[src/hdl/cgo_pkg.sv]
package cgo_pkg;

    // Register word offsets (byte addresses)
    localparam logic [5:0] ADDR_RED_OFFSET = 6'h00;
    localparam logic [5:0] ADDR_GREEN_OFFSET = 6'h04;
    localparam logic [5:0] ADDR_BLUE_OFFSET = 6'h08;
    localparam logic [5:0] ADDR_ALL_OFFSET = 6'h0C;
    localparam logic [5:0] ADDR_RED_GAIN = 6'h10;
    localparam logic [5:0] ADDR_GREEN_GAIN = 6'h14;
    localparam logic [5:0] ADDR_BLUE_GAIN = 6'h18;
    localparam logic [5:0] ADDR_ALL_GAIN = 6'h1C;
    localparam logic [5:0] ADDR_SETUP = 6'h20;
    localparam logic [5:0] ADDR_SOFT_RESET = 6'h24;

    // Field positions in the setup register
    localparam int SEL_LSB = 4;
    localparam int SEL_MSB = 5;

    // Values after reset
    localparam logic [7:0] OFFSET_RESET = 8'h80;
    localparam logic [7:0] GAIN_RESET = 8'h00;
    localparam logic [1:0] SEL_RESET = 2'h0;

    // Value returned by the write-only broadcast locations
    localparam logic [31:0] BROADCAST_READ = 32'h0000_0000;

    typedef enum logic [1:0] {
        SEL_RED = 2'b00,
        SEL_GREEN = 2'b01,
        SEL_BLUE = 2'b10,
        SEL_RSVD = 2'b11
    } colour_sel_t;

    typedef struct packed {
        logic [7:0] offset;
        logic [7:0] gain;
    } colour_set_t;

    typedef struct packed {
        logic cyc;
        logic stb;
        logic we;
        logic [5:0] adr;
        logic [3:0] sel;
        logic [31:0] dat;
    } wb_req_t;

    typedef struct packed {
        logic ack;
        logic [31:0] dat;
    } wb_rsp_t;

endpackage

[src/hdl/colour_gain_offset_regs.sv]
`timescale 1ns/10ps
module colour_gain_offset_regs
    import cgo_pkg::*;
(
    input wire logic clk_i,
    input wire logic rst_i,
    input wire logic wb_cyc_i,
    input wire logic wb_stb_i,
    input wire logic wb_we_i,
    input wire logic [5:0] wb_adr_i,
    input wire logic [3:0] wb_sel_i,
    input wire logic [31:0] wb_dat_i,
    output logic wb_ack_o,
    output logic [31:0] wb_dat_o,
    output logic [7:0] offset_code_o,
    output logic [7:0] gain_code_o,
    output logic [1:0] colour_select_o
);

    typedef struct packed {
        colour_set_t red;
        colour_set_t green;
        colour_set_t blue;
        colour_sel_t colour_select;
        wb_rsp_t rsp;
    } regs_state_t;

    regs_state_t state;
    regs_state_t next_state;
    wb_req_t req;
    colour_set_t active;
    logic access;
    logic wr_low;
    logic [31:0] rd_data;

    assign req = '{cyc: wb_cyc_i, stb: wb_stb_i, we: wb_we_i, adr: wb_adr_i, sel: wb_sel_i, dat: wb_dat_i};
    assign access = req.cyc && req.stb && !state.rsp.ack;
    assign wr_low = access && req.we && req.sel[0];

    // Read mux; unmapped and broadcast addresses answer zero
    always_comb begin
        case (req.adr)
            ADDR_RED_OFFSET: rd_data = {24'h000000, state.red.offset};
            ADDR_GREEN_OFFSET: rd_data = {24'h000000, state.green.offset};
            ADDR_BLUE_OFFSET: rd_data = {24'h000000, state.blue.offset};
            ADDR_RED_GAIN: rd_data = {24'h000000, state.red.gain};
            ADDR_GREEN_GAIN: rd_data = {24'h000000, state.green.gain};
            ADDR_BLUE_GAIN: rd_data = {24'h000000, state.blue.gain};
            ADDR_SETUP: rd_data = {26'h0000000, state.colour_select, 4'h0};
            ADDR_ALL_OFFSET: rd_data = BROADCAST_READ;
            ADDR_ALL_GAIN: rd_data = BROADCAST_READ;
            default: rd_data = 32'h0000_0000;
        endcase
    end

    // Register writes and bus answer
    always_comb begin
        next_state = state;
        next_state.rsp.ack = access;
        next_state.rsp.dat = access ? rd_data : 32'h0000_0000;
        if (wr_low) begin
            case (req.adr)
                ADDR_RED_OFFSET: next_state.red.offset = req.dat[7:0];
                ADDR_GREEN_OFFSET: next_state.green.offset = req.dat[7:0];
                ADDR_BLUE_OFFSET: next_state.blue.offset = req.dat[7:0];
                ADDR_ALL_OFFSET: begin
                    next_state.red.offset = req.dat[7:0];
                    next_state.green.offset = req.dat[7:0];
                    next_state.blue.offset = req.dat[7:0];
                end
                ADDR_RED_GAIN: next_state.red.gain = req.dat[7:0];
                ADDR_GREEN_GAIN: next_state.green.gain = req.dat[7:0];
                ADDR_BLUE_GAIN: next_state.blue.gain = req.dat[7:0];
                ADDR_ALL_GAIN: begin
                    next_state.red.gain = req.dat[7:0];
                    next_state.green.gain = req.dat[7:0];
                    next_state.blue.gain = req.dat[7:0];
                end
                ADDR_SETUP: next_state.colour_select = colour_sel_t'(req.dat[SEL_MSB:SEL_LSB]);
                default: next_state.colour_select = state.colour_select;
            endcase
        end
        // Soft reset: any write, any byte lane
        if (access && req.we && req.adr == ADDR_SOFT_RESET) begin
            next_state.red = '{offset: OFFSET_RESET, gain: GAIN_RESET};
            next_state.green = '{offset: OFFSET_RESET, gain: GAIN_RESET};
            next_state.blue = '{offset: OFFSET_RESET, gain: GAIN_RESET};
            next_state.colour_select = colour_sel_t'(SEL_RESET);
        end
    end

    always_ff @(posedge clk_i) begin
        if (rst_i) begin
            state.red <= '{offset: OFFSET_RESET, gain: GAIN_RESET};
            state.green <= '{offset: OFFSET_RESET, gain: GAIN_RESET};
            state.blue <= '{offset: OFFSET_RESET, gain: GAIN_RESET};
            state.colour_select <= colour_sel_t'(SEL_RESET);
            state.rsp <= '0;
        end else begin
            state <= next_state;
        end
    end

    // Routes the chosen colour set to the analogue stages
    colour_mux u_colour_mux (
        .clk_i(clk_i),
        .rst_i(rst_i),
        .red_i(state.red),
        .green_i(state.green),
        .blue_i(state.blue),
        .sel_i(state.colour_select),
        .active_o(active)
    );

    assign wb_ack_o = state.rsp.ack;
    assign wb_dat_o = state.rsp.dat;
    assign offset_code_o = active.offset;
    assign gain_code_o = active.gain;
    assign colour_select_o = state.colour_select;

    ack_single_a: assert property (@(posedge clk_i) disable iff (rst_i)
        wb_ack_o |=> !wb_ack_o)
        else $error("ack held for two cycles");
    ack_timing_a: assert property (@(posedge clk_i) disable iff (rst_i)
        (wb_cyc_i && wb_stb_i && !wb_ack_o) |=> wb_ack_o)
        else $error("ack not one cycle after request");
    red_write_a: assert property (@(posedge clk_i) disable iff (rst_i)
        (access && wb_we_i && wb_sel_i[0] && wb_adr_i == ADDR_RED_OFFSET)
        |=> (state.red.offset == $past(wb_dat_i[7:0])))
        else $error("red offset write lost");
    bcast_offset_a: assert property (@(posedge clk_i) disable iff (rst_i)
        (access && wb_we_i && wb_sel_i[0] && wb_adr_i == ADDR_ALL_OFFSET)
        |=> (state.red.offset == $past(wb_dat_i[7:0]) && state.green.offset == $past(wb_dat_i[7:0])
             && state.blue.offset == $past(wb_dat_i[7:0])))
        else $error("broadcast offset not loaded");
    bcast_gain_a: assert property (@(posedge clk_i) disable iff (rst_i)
        (access && wb_we_i && wb_sel_i[0] && wb_adr_i == ADDR_ALL_GAIN)
        |=> (state.red.gain == $past(wb_dat_i[7:0]) && state.green.gain == $past(wb_dat_i[7:0])
             && state.blue.gain == $past(wb_dat_i[7:0])))
        else $error("broadcast gain not loaded");
    green_gain_a: assert property (@(posedge clk_i) disable iff (rst_i)
        (state.colour_select == SEL_GREEN) ##1 (state.colour_select == SEL_GREEN)
        |-> (gain_code_o == $past(state.green.gain)))
        else $error("green gain not presented");
    blue_gain_a: assert property (@(posedge clk_i) disable iff (rst_i)
        (state.colour_select == SEL_BLUE) ##1 (state.colour_select == SEL_BLUE)
        |-> (gain_code_o == $past(state.blue.gain)))
        else $error("blue gain not presented");
    red_gain_a: assert property (@(posedge clk_i) disable iff (rst_i)
        (state.colour_select == SEL_RED) ##1 (state.colour_select == SEL_RED)
        |-> (gain_code_o == $past(state.red.gain)))
        else $error("red gain not presented");
    soft_reset_a: assert property (@(posedge clk_i) disable iff (rst_i)
        (access && wb_we_i && wb_adr_i == ADDR_SOFT_RESET)
        |=> (state.red.offset == OFFSET_RESET && state.blue.gain == GAIN_RESET
             && state.colour_select == SEL_RED) ##2 (offset_code_o == OFFSET_RESET && gain_code_o == GAIN_RESET))
        else $error("soft reset did not restore defaults");
    sel_reg_a: assert property (@(posedge clk_i) disable iff (rst_i)
        (access && wb_we_i && wb_sel_i[0] && wb_adr_i == ADDR_SETUP)
        |=> (colour_select_o == $past(wb_dat_i[SEL_MSB:SEL_LSB])))
        else $error("colour select not written");

    green_write_a: assert property (@(posedge clk_i) disable iff (rst_i)
        (access && wb_we_i && wb_sel_i[0]
            && wb_adr_i == ADDR_GREEN_OFFSET)
        |=> (state.green.offset == $past(wb_dat_i[7:0])))
        else $error("green offset write lost");

    blue_write_a: assert property (@(posedge clk_i) disable iff (rst_i)
        (access && wb_we_i && wb_sel_i[0]
            && wb_adr_i == ADDR_BLUE_OFFSET)
        |=> (state.blue.offset == $past(wb_dat_i[7:0])))
        else $error("blue offset write lost");

    red_gain_wr_a: assert property (@(posedge clk_i) disable iff (rst_i)
        (access && wb_we_i && wb_sel_i[0]
            && wb_adr_i == ADDR_RED_GAIN)
        |=> (state.red.gain == $past(wb_dat_i[7:0])))
        else $error("red gain write lost");

    green_gain_wr_a: assert property (@(posedge clk_i) disable iff (rst_i)
        (access && wb_we_i && wb_sel_i[0]
            && wb_adr_i == ADDR_GREEN_GAIN)
        |=> (state.green.gain == $past(wb_dat_i[7:0])))
        else $error("green gain write lost");

    blue_gain_wr_a: assert property (@(posedge clk_i) disable iff (rst_i)
        (access && wb_we_i && wb_sel_i[0]
            && wb_adr_i == ADDR_BLUE_GAIN)
        |=> (state.blue.gain == $past(wb_dat_i[7:0])))
        else $error("blue gain write lost");

    red_lane_a: assert property (@(posedge clk_i) disable iff (rst_i)
        (access && wb_we_i && !wb_sel_i[0]
            && wb_adr_i == ADDR_RED_OFFSET)
        |=> $stable(state.red.offset))
        else $error("red offset changed without lane");

    green_lane_a: assert property (@(posedge clk_i) disable iff (rst_i)
        (access && wb_we_i && !wb_sel_i[0]
            && wb_adr_i == ADDR_GREEN_OFFSET)
        |=> $stable(state.green.offset))
        else $error("green offset changed without lane");

    blue_lane_a: assert property (@(posedge clk_i) disable iff (rst_i)
        (access && wb_we_i && !wb_sel_i[0]
            && wb_adr_i == ADDR_BLUE_OFFSET)
        |=> $stable(state.blue.offset))
        else $error("blue offset changed without lane");

    red_gain_lane_a: assert property (@(posedge clk_i) disable iff (rst_i)
        (access && wb_we_i && !wb_sel_i[0]
            && wb_adr_i == ADDR_RED_GAIN)
        |=> $stable(state.red.gain))
        else $error("red gain changed without lane");

    green_gain_lane_a: assert property (@(posedge clk_i) disable iff (rst_i)
        (access && wb_we_i && !wb_sel_i[0]
            && wb_adr_i == ADDR_GREEN_GAIN)
        |=> $stable(state.green.gain))
        else $error("green gain changed without lane");

    blue_gain_lane_a: assert property (@(posedge clk_i) disable iff (rst_i)
        (access && wb_we_i && !wb_sel_i[0]
            && wb_adr_i == ADDR_BLUE_GAIN)
        |=> $stable(state.blue.gain))
        else $error("blue gain changed without lane");

    bcast_off_lane_a: assert property (@(posedge clk_i) disable iff (rst_i)
        (access && wb_we_i && !wb_sel_i[0]
            && wb_adr_i == ADDR_ALL_OFFSET)
        |=> $stable(state.red.offset))
        else $error("broadcast offset applied without lane");

    bcast_gain_lane_a: assert property (@(posedge clk_i) disable iff (rst_i)
        (access && wb_we_i && !wb_sel_i[0]
            && wb_adr_i == ADDR_ALL_GAIN)
        |=> $stable(state.blue.gain))
        else $error("broadcast gain applied without lane");

    soft_green_a: assert property (@(posedge clk_i) disable iff (rst_i)
        (access && wb_we_i
            && wb_adr_i == ADDR_SOFT_RESET)
        |=> (state.green.offset == OFFSET_RESET && state.green.gain == GAIN_RESET))
        else $error("soft reset missed green set");

    soft_mixed_a: assert property (@(posedge clk_i) disable iff (rst_i)
        (access && wb_we_i
            && wb_adr_i == ADDR_SOFT_RESET)
        |=> (state.red.gain == GAIN_RESET && state.blue.offset == OFFSET_RESET))
        else $error("soft reset missed red gain or blue offset");

    soft_lane_a: assert property (@(posedge clk_i) disable iff (rst_i)
        (access && wb_we_i && !wb_sel_i[0]
            && wb_adr_i == ADDR_SOFT_RESET)
        |=> (state.green.gain == GAIN_RESET && state.red.offset == OFFSET_RESET))
        else $error("soft reset ignored without lane");

    read_idle_a: assert property (@(posedge clk_i) disable iff (rst_i)
        !wb_ack_o
        |-> (wb_dat_o == 32'h0000_0000))
        else $error("read data outside ack");

    bcast_off_rd_a: assert property (@(posedge clk_i) disable iff (rst_i)
        (access && !wb_we_i
            && wb_adr_i == ADDR_ALL_OFFSET)
        |=> (wb_dat_o == BROADCAST_READ))
        else $error("broadcast offset read not fixed");

    bcast_gain_rd_a: assert property (@(posedge clk_i) disable iff (rst_i)
        (access && !wb_we_i
            && wb_adr_i == ADDR_ALL_GAIN)
        |=> (wb_dat_o == BROADCAST_READ))
        else $error("broadcast gain read not fixed");

    red_rd_a: assert property (@(posedge clk_i) disable iff (rst_i)
        (access && !wb_we_i
            && wb_adr_i == ADDR_RED_OFFSET)
        |=> (wb_dat_o == {24'h000000, $past(state.red.offset)}))
        else $error("red offset read wrong");

    green_rd_a: assert property (@(posedge clk_i) disable iff (rst_i)
        (access && !wb_we_i
            && wb_adr_i == ADDR_GREEN_OFFSET)
        |=> (wb_dat_o == {24'h000000, $past(state.green.offset)}))
        else $error("green offset read wrong");

    blue_rd_a: assert property (@(posedge clk_i) disable iff (rst_i)
        (access && !wb_we_i
            && wb_adr_i == ADDR_BLUE_OFFSET)
        |=> (wb_dat_o == {24'h000000, $past(state.blue.offset)}))
        else $error("blue offset read wrong");

    red_gain_rd_a: assert property (@(posedge clk_i) disable iff (rst_i)
        (access && !wb_we_i
            && wb_adr_i == ADDR_RED_GAIN)
        |=> (wb_dat_o == {24'h000000, $past(state.red.gain)}))
        else $error("red gain read wrong");

    green_gain_rd_a: assert property (@(posedge clk_i) disable iff (rst_i)
        (access && !wb_we_i
            && wb_adr_i == ADDR_GREEN_GAIN)
        |=> (wb_dat_o == {24'h000000, $past(state.green.gain)}))
        else $error("green gain read wrong");

    blue_gain_rd_a: assert property (@(posedge clk_i) disable iff (rst_i)
        (access && !wb_we_i
            && wb_adr_i == ADDR_BLUE_GAIN)
        |=> (wb_dat_o == {24'h000000, $past(state.blue.gain)}))
        else $error("blue gain read wrong");

    sel_rd_a: assert property (@(posedge clk_i) disable iff (rst_i)
        (access && !wb_we_i
            && wb_adr_i == ADDR_SETUP)
        |=> (wb_dat_o[SEL_MSB:SEL_LSB] == $past(state.colour_select)))
        else $error("colour select read wrong");

    rsvd_hold_a: assert property (@(posedge clk_i) disable iff (rst_i)
        (state.colour_select == SEL_RSVD)
            ##1 (state.colour_select == SEL_RSVD)
        |-> ($stable(offset_code_o) && $stable(gain_code_o)))
        else $error("reserved select moved outputs");

    red_off_out_a: assert property (@(posedge clk_i) disable iff (rst_i)
        (state.colour_select == SEL_RED)
            ##1 (state.colour_select == SEL_RED)
        |-> (offset_code_o == $past(state.red.offset)))
        else $error("red offset not presented");

    green_off_out_a: assert property (@(posedge clk_i) disable iff (rst_i)
        (state.colour_select == SEL_GREEN)
            ##1 (state.colour_select == SEL_GREEN)
        |-> (offset_code_o == $past(state.green.offset)))
        else $error("green offset not presented");

    blue_off_out_a: assert property (@(posedge clk_i) disable iff (rst_i)
        (state.colour_select == SEL_BLUE)
            ##1 (state.colour_select == SEL_BLUE)
        |-> (offset_code_o == $past(state.blue.offset)))
        else $error("blue offset not presented");

endmodule // colour_gain_offset_regs

[src/hdl/colour_mux.sv]
`timescale 1ns/10ps
module colour_mux
    import cgo_pkg::*;
(
    input wire logic clk_i,
    input wire logic rst_i,
    input wire colour_set_t red_i,
    input wire colour_set_t green_i,
    input wire colour_set_t blue_i,
    input wire colour_sel_t sel_i,
    output colour_set_t active_o
);

    typedef struct packed {
        colour_set_t active;
    } mux_state_t;

    mux_state_t state;
    mux_state_t next_state;

    // Reserved code keeps the last active set
    always_comb begin
        next_state = state;
        case (sel_i)
            SEL_RED: next_state.active = red_i;
            SEL_GREEN: next_state.active = green_i;
            SEL_BLUE: next_state.active = blue_i;
            default: next_state.active = state.active;
        endcase
    end

    always_ff @(posedge clk_i) begin
        if (rst_i) begin
            state.active.offset <= OFFSET_RESET;
            state.active.gain <= GAIN_RESET;
        end else begin
            state <= next_state;
        end
    end

    assign active_o = state.active;

    mux_red_a: assert property (@(posedge clk_i) disable iff (rst_i)
        (sel_i == SEL_RED) |=> (active_o == $past(red_i)))
        else $error("red set not routed");
    mux_green_a: assert property (@(posedge clk_i) disable iff (rst_i)
        (sel_i == SEL_GREEN) |=> (active_o == $past(green_i)))
        else $error("green set not routed");
    mux_blue_a: assert property (@(posedge clk_i) disable iff (rst_i)
        (sel_i == SEL_BLUE) |=> (active_o == $past(blue_i)))
        else $error("blue set not routed");

endmodule // colour_mux

[config.mk]
export PLATFORM = sky130hd
export DESIGN_NAME = colour_gain_offset_regs
export DESIGN_NICKNAME = d
export VERILOG_FILES = /design/src/hdl/cgo_pkg.sv /design/src/hdl/colour_gain_offset_regs.sv /design/src/hdl/colour_mux.sv
export SDC_FILE = /design/constraint.sdc
export NUM_CORES = 1
export LEC_CHECK = 0
export ABC_AREA = 1
export ABC_CLOCK_PERIOD_IN_PS = 2600
export BUFFER_PORTS_ARGS = -buffer_cell sky130_fd_sc_hd__buf_4
export CORE_ASPECT_RATIO = 0.75
export CORE_MARGIN = 4
export CORE_UTILIZATION = 35
export DETAILED_ROUTE_END_ITERATION = 16
export GPL_TIMING_DRIVEN = 0
export PLACE_DENSITY = 0.64
export SYNTH_ARGS = -nofsm -noshare
export SYNTH_HDL_FRONTEND = slang
export SYNTH_SLANG_ARGS = --single-unit
[constraint.sdc]
create_clock -name clk_i -period 2.6 [get_ports clk_i]
set_clock_uncertainty 0.1 [all_clocks]
set_input_delay 0.52 -clock clk_i [delete_from_list [all_inputs] [get_ports clk_i]]
set_output_delay 0.52 -clock clk_i [all_outputs]
set_load 0.01 [all_outputs]
==> After elaboration in Yosys (flattened, before gate mapping) <==
Index checks and enable logic that the tools add are counted.
{ "op_classes": {"eq_ne": 11, "reduce_logical": 24, "bitwise_logic": 1, "mux": 2} }
{ "ops": {"columns": ["op", "count"], "rows": [
  ["case mux 8 bit (7 select lines)", 1],
  ["case mux 16 bit (3 select lines)", 1],
  ["== test 6 x 5 -> 1 bit, second input constant", 4],
  ["OR reduction 2 bit", 8],
  ["AND reduction 2 bit", 7],
  ["== test 6 x 4 -> 1 bit, second input constant", 2],
  ["== test 6 bit, second input constant", 2],
  ["== test 6 x 3 -> 1 bit, second input constant", 1],
  ["zero test 6 bit", 1],
  ["logical AND 1 bit", 5],
  ["nonzero test 3 bit", 1],
  ["== test 2 x 1 -> 1 bit, second input constant", 1],
  ["== test 2 bit, second input constant", 1],
  ["zero test 2 bit", 1],
  ["zero test 1 bit", 1],
  ["NOT 1 bit", 1]
]} }
{ "word_totals": {"regBits": 99, "in_bits": 47, "output_inout_bits": 51} }

==> Depth between registers and ports, before layout <==
{ "depth": {"word_depth": 5, "depth_mapped": 10} }

==> Modules after synthesis <==
Synthesis repeated with hierarchy kept, for this count alone.
{ "unflattened": {"cells_unflattened": 618, "hier_area_um2": 4111.4} }
{ "by_module_without_submodules": {"columns": ["module", "cells_per_inst", "n_inst", "seq_area_each_um2", "area_per_inst_um2"], "rows": [
  ["colour_gain_offset_regs", 470, 1, 1181.1, 3136.8],
  ["colour_mux", 148, 1, 320.3, 974.7]
]} }

==> Least setup slack after synthesis <==
Ideal clock, no wire load.
{ "synth_timing": {"path_kind": "register to register", "from": "reg state, in the netlist colour_select_o[0]", "to": "reg u_colour_mux.active_o[12] (netlist name)", "setup_slack_ns": 0.874, "t_arrival_ns": 1.498, "t_required_ns": 2.372, "stages_incl_launch_ff": 9, "period_less_slack_ns": 1.726, "cell_sequence": "dfxtp_1 inv_1 ha_1 clkbuf_1 inv_1 clkbuf_1 nand3_1 o21ai_0 a21oi_1"} }
{ "synth_via": {"elab_chain_cells": 2, "word_cells_on_any_way": 5, "cone_classes": "2 x eq/ne; 1 x mux; 2 x reduce/logical"} }
{ "synth_rtl": {"columns": ["element", "line", "rtl"], "rows": [
  ["start: declaration", "colour_gain_offset_regs.sv:28", "regs_state_t state;"],
  ["start signal: assignment", "colour_gain_offset_regs.sv:100", "state <= next_state;"],
  ["== test 2 bit (tied with other cells)", "colour_mux.sv:24", "case (sel_i)"],
  ["case mux 16 bit (3 select lines) or nonzero test 3 bit (tied branches)", null, null]
]} }
Parallel ways exist; a longest one is shown, timed or not.
A chain may end at the register's enable or synchronous reset.

==> Worst setup path after layout <==
{ "layout_timing": {"from": "reg state, in the netlist colour_select_o[0]", "to": "reg u_colour_mux.active_o[9] (netlist name)"} }
{ "layout_via": {"elab_chain_cells": 2, "word_cells_on_any_way": 5, "cone_classes": "2 x eq/ne; 1 x mux; 2 x reduce/logical"} }
{ "layout_rtl": {"columns": ["element", "line"], "rows": [
  ["== test 2 bit (tied with other cells)", "colour_mux.sv:24"],
  ["case mux 16 bit (3 select lines) or nonzero test 3 bit (tied branches)", null]
]} }
Parallel ways exist; a longest one is shown, timed or not.

==> impl_results.rst <==
.. list-table::
   :header-rows: 1

   * - Metric
     - Value
   * - Result of the run
     - complete, no violations
   * - Tcrit/Tclk final
     - 91.2%
   * - Share of final-layout standard cells stronger than drive strength 1
     - 18.6%
   * - Total via count in the routed design
     - 4256
   * - Clock root cell
     - sky130_fd_sc_hd__clkbuf_16
   * - Total number of H-tree levels
     - 3
   * - Clock tree from TritonCTS
     - done
   * - Relative slew slack
     - 55.9%
   * - Number of antenna cells inserted
     - 0
   * - Count of flip-flops with a built-in enable after synthesis
     - 0
   * - Vias in the first global route
     - 3866
   * - Area of the die
     - 13200 µm²
   * - Number of design rule violations left after detail routing
     - 0
   * - Proportion of register bits with asynchronous set or reset after synthesis
     - 0%
   * - Final count of hold timing violations
     - 0
   * - Unrepaired setup endpoints after global routing
     - no
   * - Class of the worst hold path
     - input pin to flip-flop
   * - Most frequently used flop master after synthesis
     - sky130_fd_sc_hd__dfxtp_1
   * - Worst Hold Path Cells
     - 2
   * - Number of buffers added for setup after CTS
     - 0
   * - GRT Resource Usage Total
     - 21.1%
   * - Per-instance average area after synthesis
     - 6.75 µm²
   * - Horizontal die dimension
     - 131 µm
   * - Routed length per placed instance
     - 16.8 µm
   * - Detailed Route Iter0 Violations
     - 376
   * - Count of unique library cells instantiated by Yosys
     - 26
   * - Synthesized flop and latch total
     - 75
   * - Power density normalized to cell area
     - 517 nW/µm²
   * - Slew of the pin with the lowest slew margin
     - 0.662 ns
   * - Endpoints failing setup
     - 0
   * - First-pass GRT wire length
     - 21400 µm
   * - Signed area change from the synthesized netlist to the final layout
     - 21.7%
   * - Input/output buffers
     - 46
   * - Post-Layout Cell Count
     - 813
   * - Largest net degree at the start of global routing
     - 12
   * - Final global-route overflow total
     - 0
   * - Netlist area before placement
     - 3980 µm²
   * - Count of clock tree sinks
     - 75
   * - Ranking of synthesized cells by instance count
     - 123 x sky130_fd_sc_hd__nand2_1, 86 x sky130_fd_sc_hd__nand3_1, 80 x sky130_fd_sc_hd__nor2_1
   * - Post-cts repair resize count
     - 0
   * - Worst Path Arrival
     - 2.49 ns
   * - Count of boundary I/O pins
     - 98
   * - Sequential share of the synthesized area
     - 37.7%
   * - Max Clk Rate
     - 0.422 GHz
   * - Routed wire length
     - 13700 µm
   * - Largest buffer count on any clock path
     - 2
   * - Number of nets in the layout
     - 719
   * - HPWL reported at the end of detailed placement
     - 10200 µm
   * - Final worst hold slack
     - 0.312 ns
   * - CTS Buf Count
     - 9
   * - Area share of the largest cell type after synthesis
     - 37.7%
   * - Count of placed standard cells including taps
     - 799
   * - Initial antenna violation count
     - 0
   * - Startpoint class of the critical path
     - flip-flop
   * - Std-Cell Core Area
     - 11000 µm²
   * - FILL cells
     - 1137
   * - Post-Syn Instances
     - 590
   * - Post-route ant nets
     - 0
   * - Number of vias per cell
     - 5.23
   * - Later-pin clock latency in the skew report
     - 0.34 ns
   * - Clock slew at the register clock pins of the worst setup and hold paths
     - 0.06 ns
   * - Most used standard cell by instance count after synthesis
     - sky130_fd_sc_hd__nand2_1
   * - Kind of end point of the critical path
     - flip-flop
   * - # Max-Cap Violations
     - 0
   * - Critical path required time
     - 2.72 ns
   * - GP Congestion
     - 0.985
   * - Final count of pins violating max slew
     - 0
   * - Peak fanout along the critical path
     - 10
   * - Count of standard-cell rows
     - 33
   * - Detailed Routing Iterations Pass 1
     - 4
   * - Cell types with the largest area share after synthesis
     - sky130_fd_sc_hd__dfxtp_1 38%, sky130_fd_sc_hd__nand2_1 12%, sky130_fd_sc_hd__nand3_1 11%, sky130_fd_sc_hd__a21oi_1 8.6%, sky130_fd_sc_hd__nor2_1 7.5%
   * - Initial Util
     - 36.1%
   * - Post-route minimum period
     - 2.37 ns
   * - Worst R2R Path Depth
     - 6
   * - Final-layout setup total negative slack
     - 0 ns
   * - Post-synthesis cell type with the largest combined area
     - sky130_fd_sc_hd__dfxtp_1
   * - Y dimension of the die
     - 100 µm
   * - Type of the worst setup path
     - flip-flop to flip-flop
   * - Synth warnings
     - 0
   * - IR Drop Worst-Case VDD
     - 0.300 mV
   * - Pleak
     - 2.14 nW
==> state kept, by name, summed over array words and instances, names as in the netlist <==
name and flops:
state 48, wb_ack_o 1, u_colour_mux.active_o 16, colour_select_o 2
wb_dat_o 8
==> cell usage in the layout, fill, tap and decap left out, types with 4 or more instances in the layout <==
cell type / n
sky130_fd_sc_hd__a21oi_1: 68
sky130_fd_sc_hd__a22o_1: 7
sky130_fd_sc_hd__buf_2: 10
sky130_fd_sc_hd__buf_4: 85
sky130_fd_sc_hd__clkbuf_1: 18
sky130_fd_sc_hd__clkbuf_16: 9
sky130_fd_sc_hd__conb_1: 24
sky130_fd_sc_hd__dfxtp_1: 75
sky130_fd_sc_hd__inv_1: 25
sky130_fd_sc_hd__nand2_1: 123
sky130_fd_sc_hd__nand2_2: 5
sky130_fd_sc_hd__nand3_1: 86
sky130_fd_sc_hd__nand4_1: 10
sky130_fd_sc_hd__nor2_1: 80
sky130_fd_sc_hd__nor2_2: 4
sky130_fd_sc_hd__o21ai_0: 24
==> layer usage <==
metal | up-vias | track usage [%] | wire length (µm)
met5 | - | 0 | 0
met4 | 0 | 7.34 | 291
met3 | 25 | 5.61 | 1350
met2 | 203 | 30.9 | 5680
met1 | 1985 | 30.2 | 6340
li1 | 2043 | - | -
==> logic make-up (layout without fill, tap and decap cells) <==
family,count (synthesis),in the layout,synth area share (%)
fa+ha+maj,3,3,0.943
other cells,1,24,0.0942
simple gates,312,312,33.8
compound gates,102,102,13.8
flops,75,75,37.7
buf+inv,97,157,13.7
==> stage by stage <==
stage / setup WS, ns / total power [mW] / instance area, µm² / util (%)
floorplan: 0.874 / 1.31 / 4070 / -
global placement: 0.0924 / 1.38 / 4590 / 41.6
detailed placement: 0.125 / 1.39 / 4590 / 41.6
CTS: 0.0994 / 2.51 / 4850 / 44.0
global route: 0.0986 / 2.59 / 4840 / 43.9
finish: 0.230 / 2.50 / 4840 / 43.9
==> final cells by class <==
cell class / instances / area (µm²) / area share, %
Tap cell: 140 / 175 / 3.62
Multi-Input combinational cell: 441 / 2020 / 41.7
Clock inverter: 3 / 15.0 / 0.310
Clock buffer: 12 / 246 / 5.09
Buffer: 69 / 440 / 9.09
Timing Repair Buffer: 46 / 345 / 7.13
Inverter: 27 / 101 / 2.09
Sequential cell: 75 / 1500 / 31.0
==> power by group <==
part           internal, mW  switching, mW  leakage (nW)  total, mW
clock                 0.662          0.473         0.132       1.14
sequential             1.15        0.00230         0.604       1.15
combinational        0.0739          0.139          1.40      0.213
total                  1.89          0.615          2.14       2.50
==> what timing repair did <==
action / CTS / global route
setup endpoints to repair: 0 / 6
hold endpoints to repair: 0 / 0
hold buffers: 0 / 0
==> worst max-delay path, cell delays in order (launching register included) <==
cell,delay [ns]
sky130_fd_sc_hd__dfxtp_1,0.42
sky130_fd_sc_hd__inv_1,0.07
sky130_fd_sc_hd__ha_1,0.58
sky130_fd_sc_hd__inv_1,0.20
sky130_fd_sc_hd__clkbuf_1,0.34
sky130_fd_sc_hd__o21ai_0,0.41
sky130_fd_sc_hd__a21oi_1,0.11
==> path summary, 6_finish.rpt <==
path / startpoint / endpoint / slack [ns]
setup / recovery: colour_select_o[0] / u_colour_mux.active_o[9] / 0.23
hold reg to reg: u_colour_mux.active_o[15] / u_colour_mux.active_o[15] / 0.38
hold / removal: rst_i / wb_ack_o / 0.31
setup reg to reg: colour_select_o[0] / u_colour_mux.active_o[9] / 0.23
Note: power is estimated with default switching activity, not from simulation.
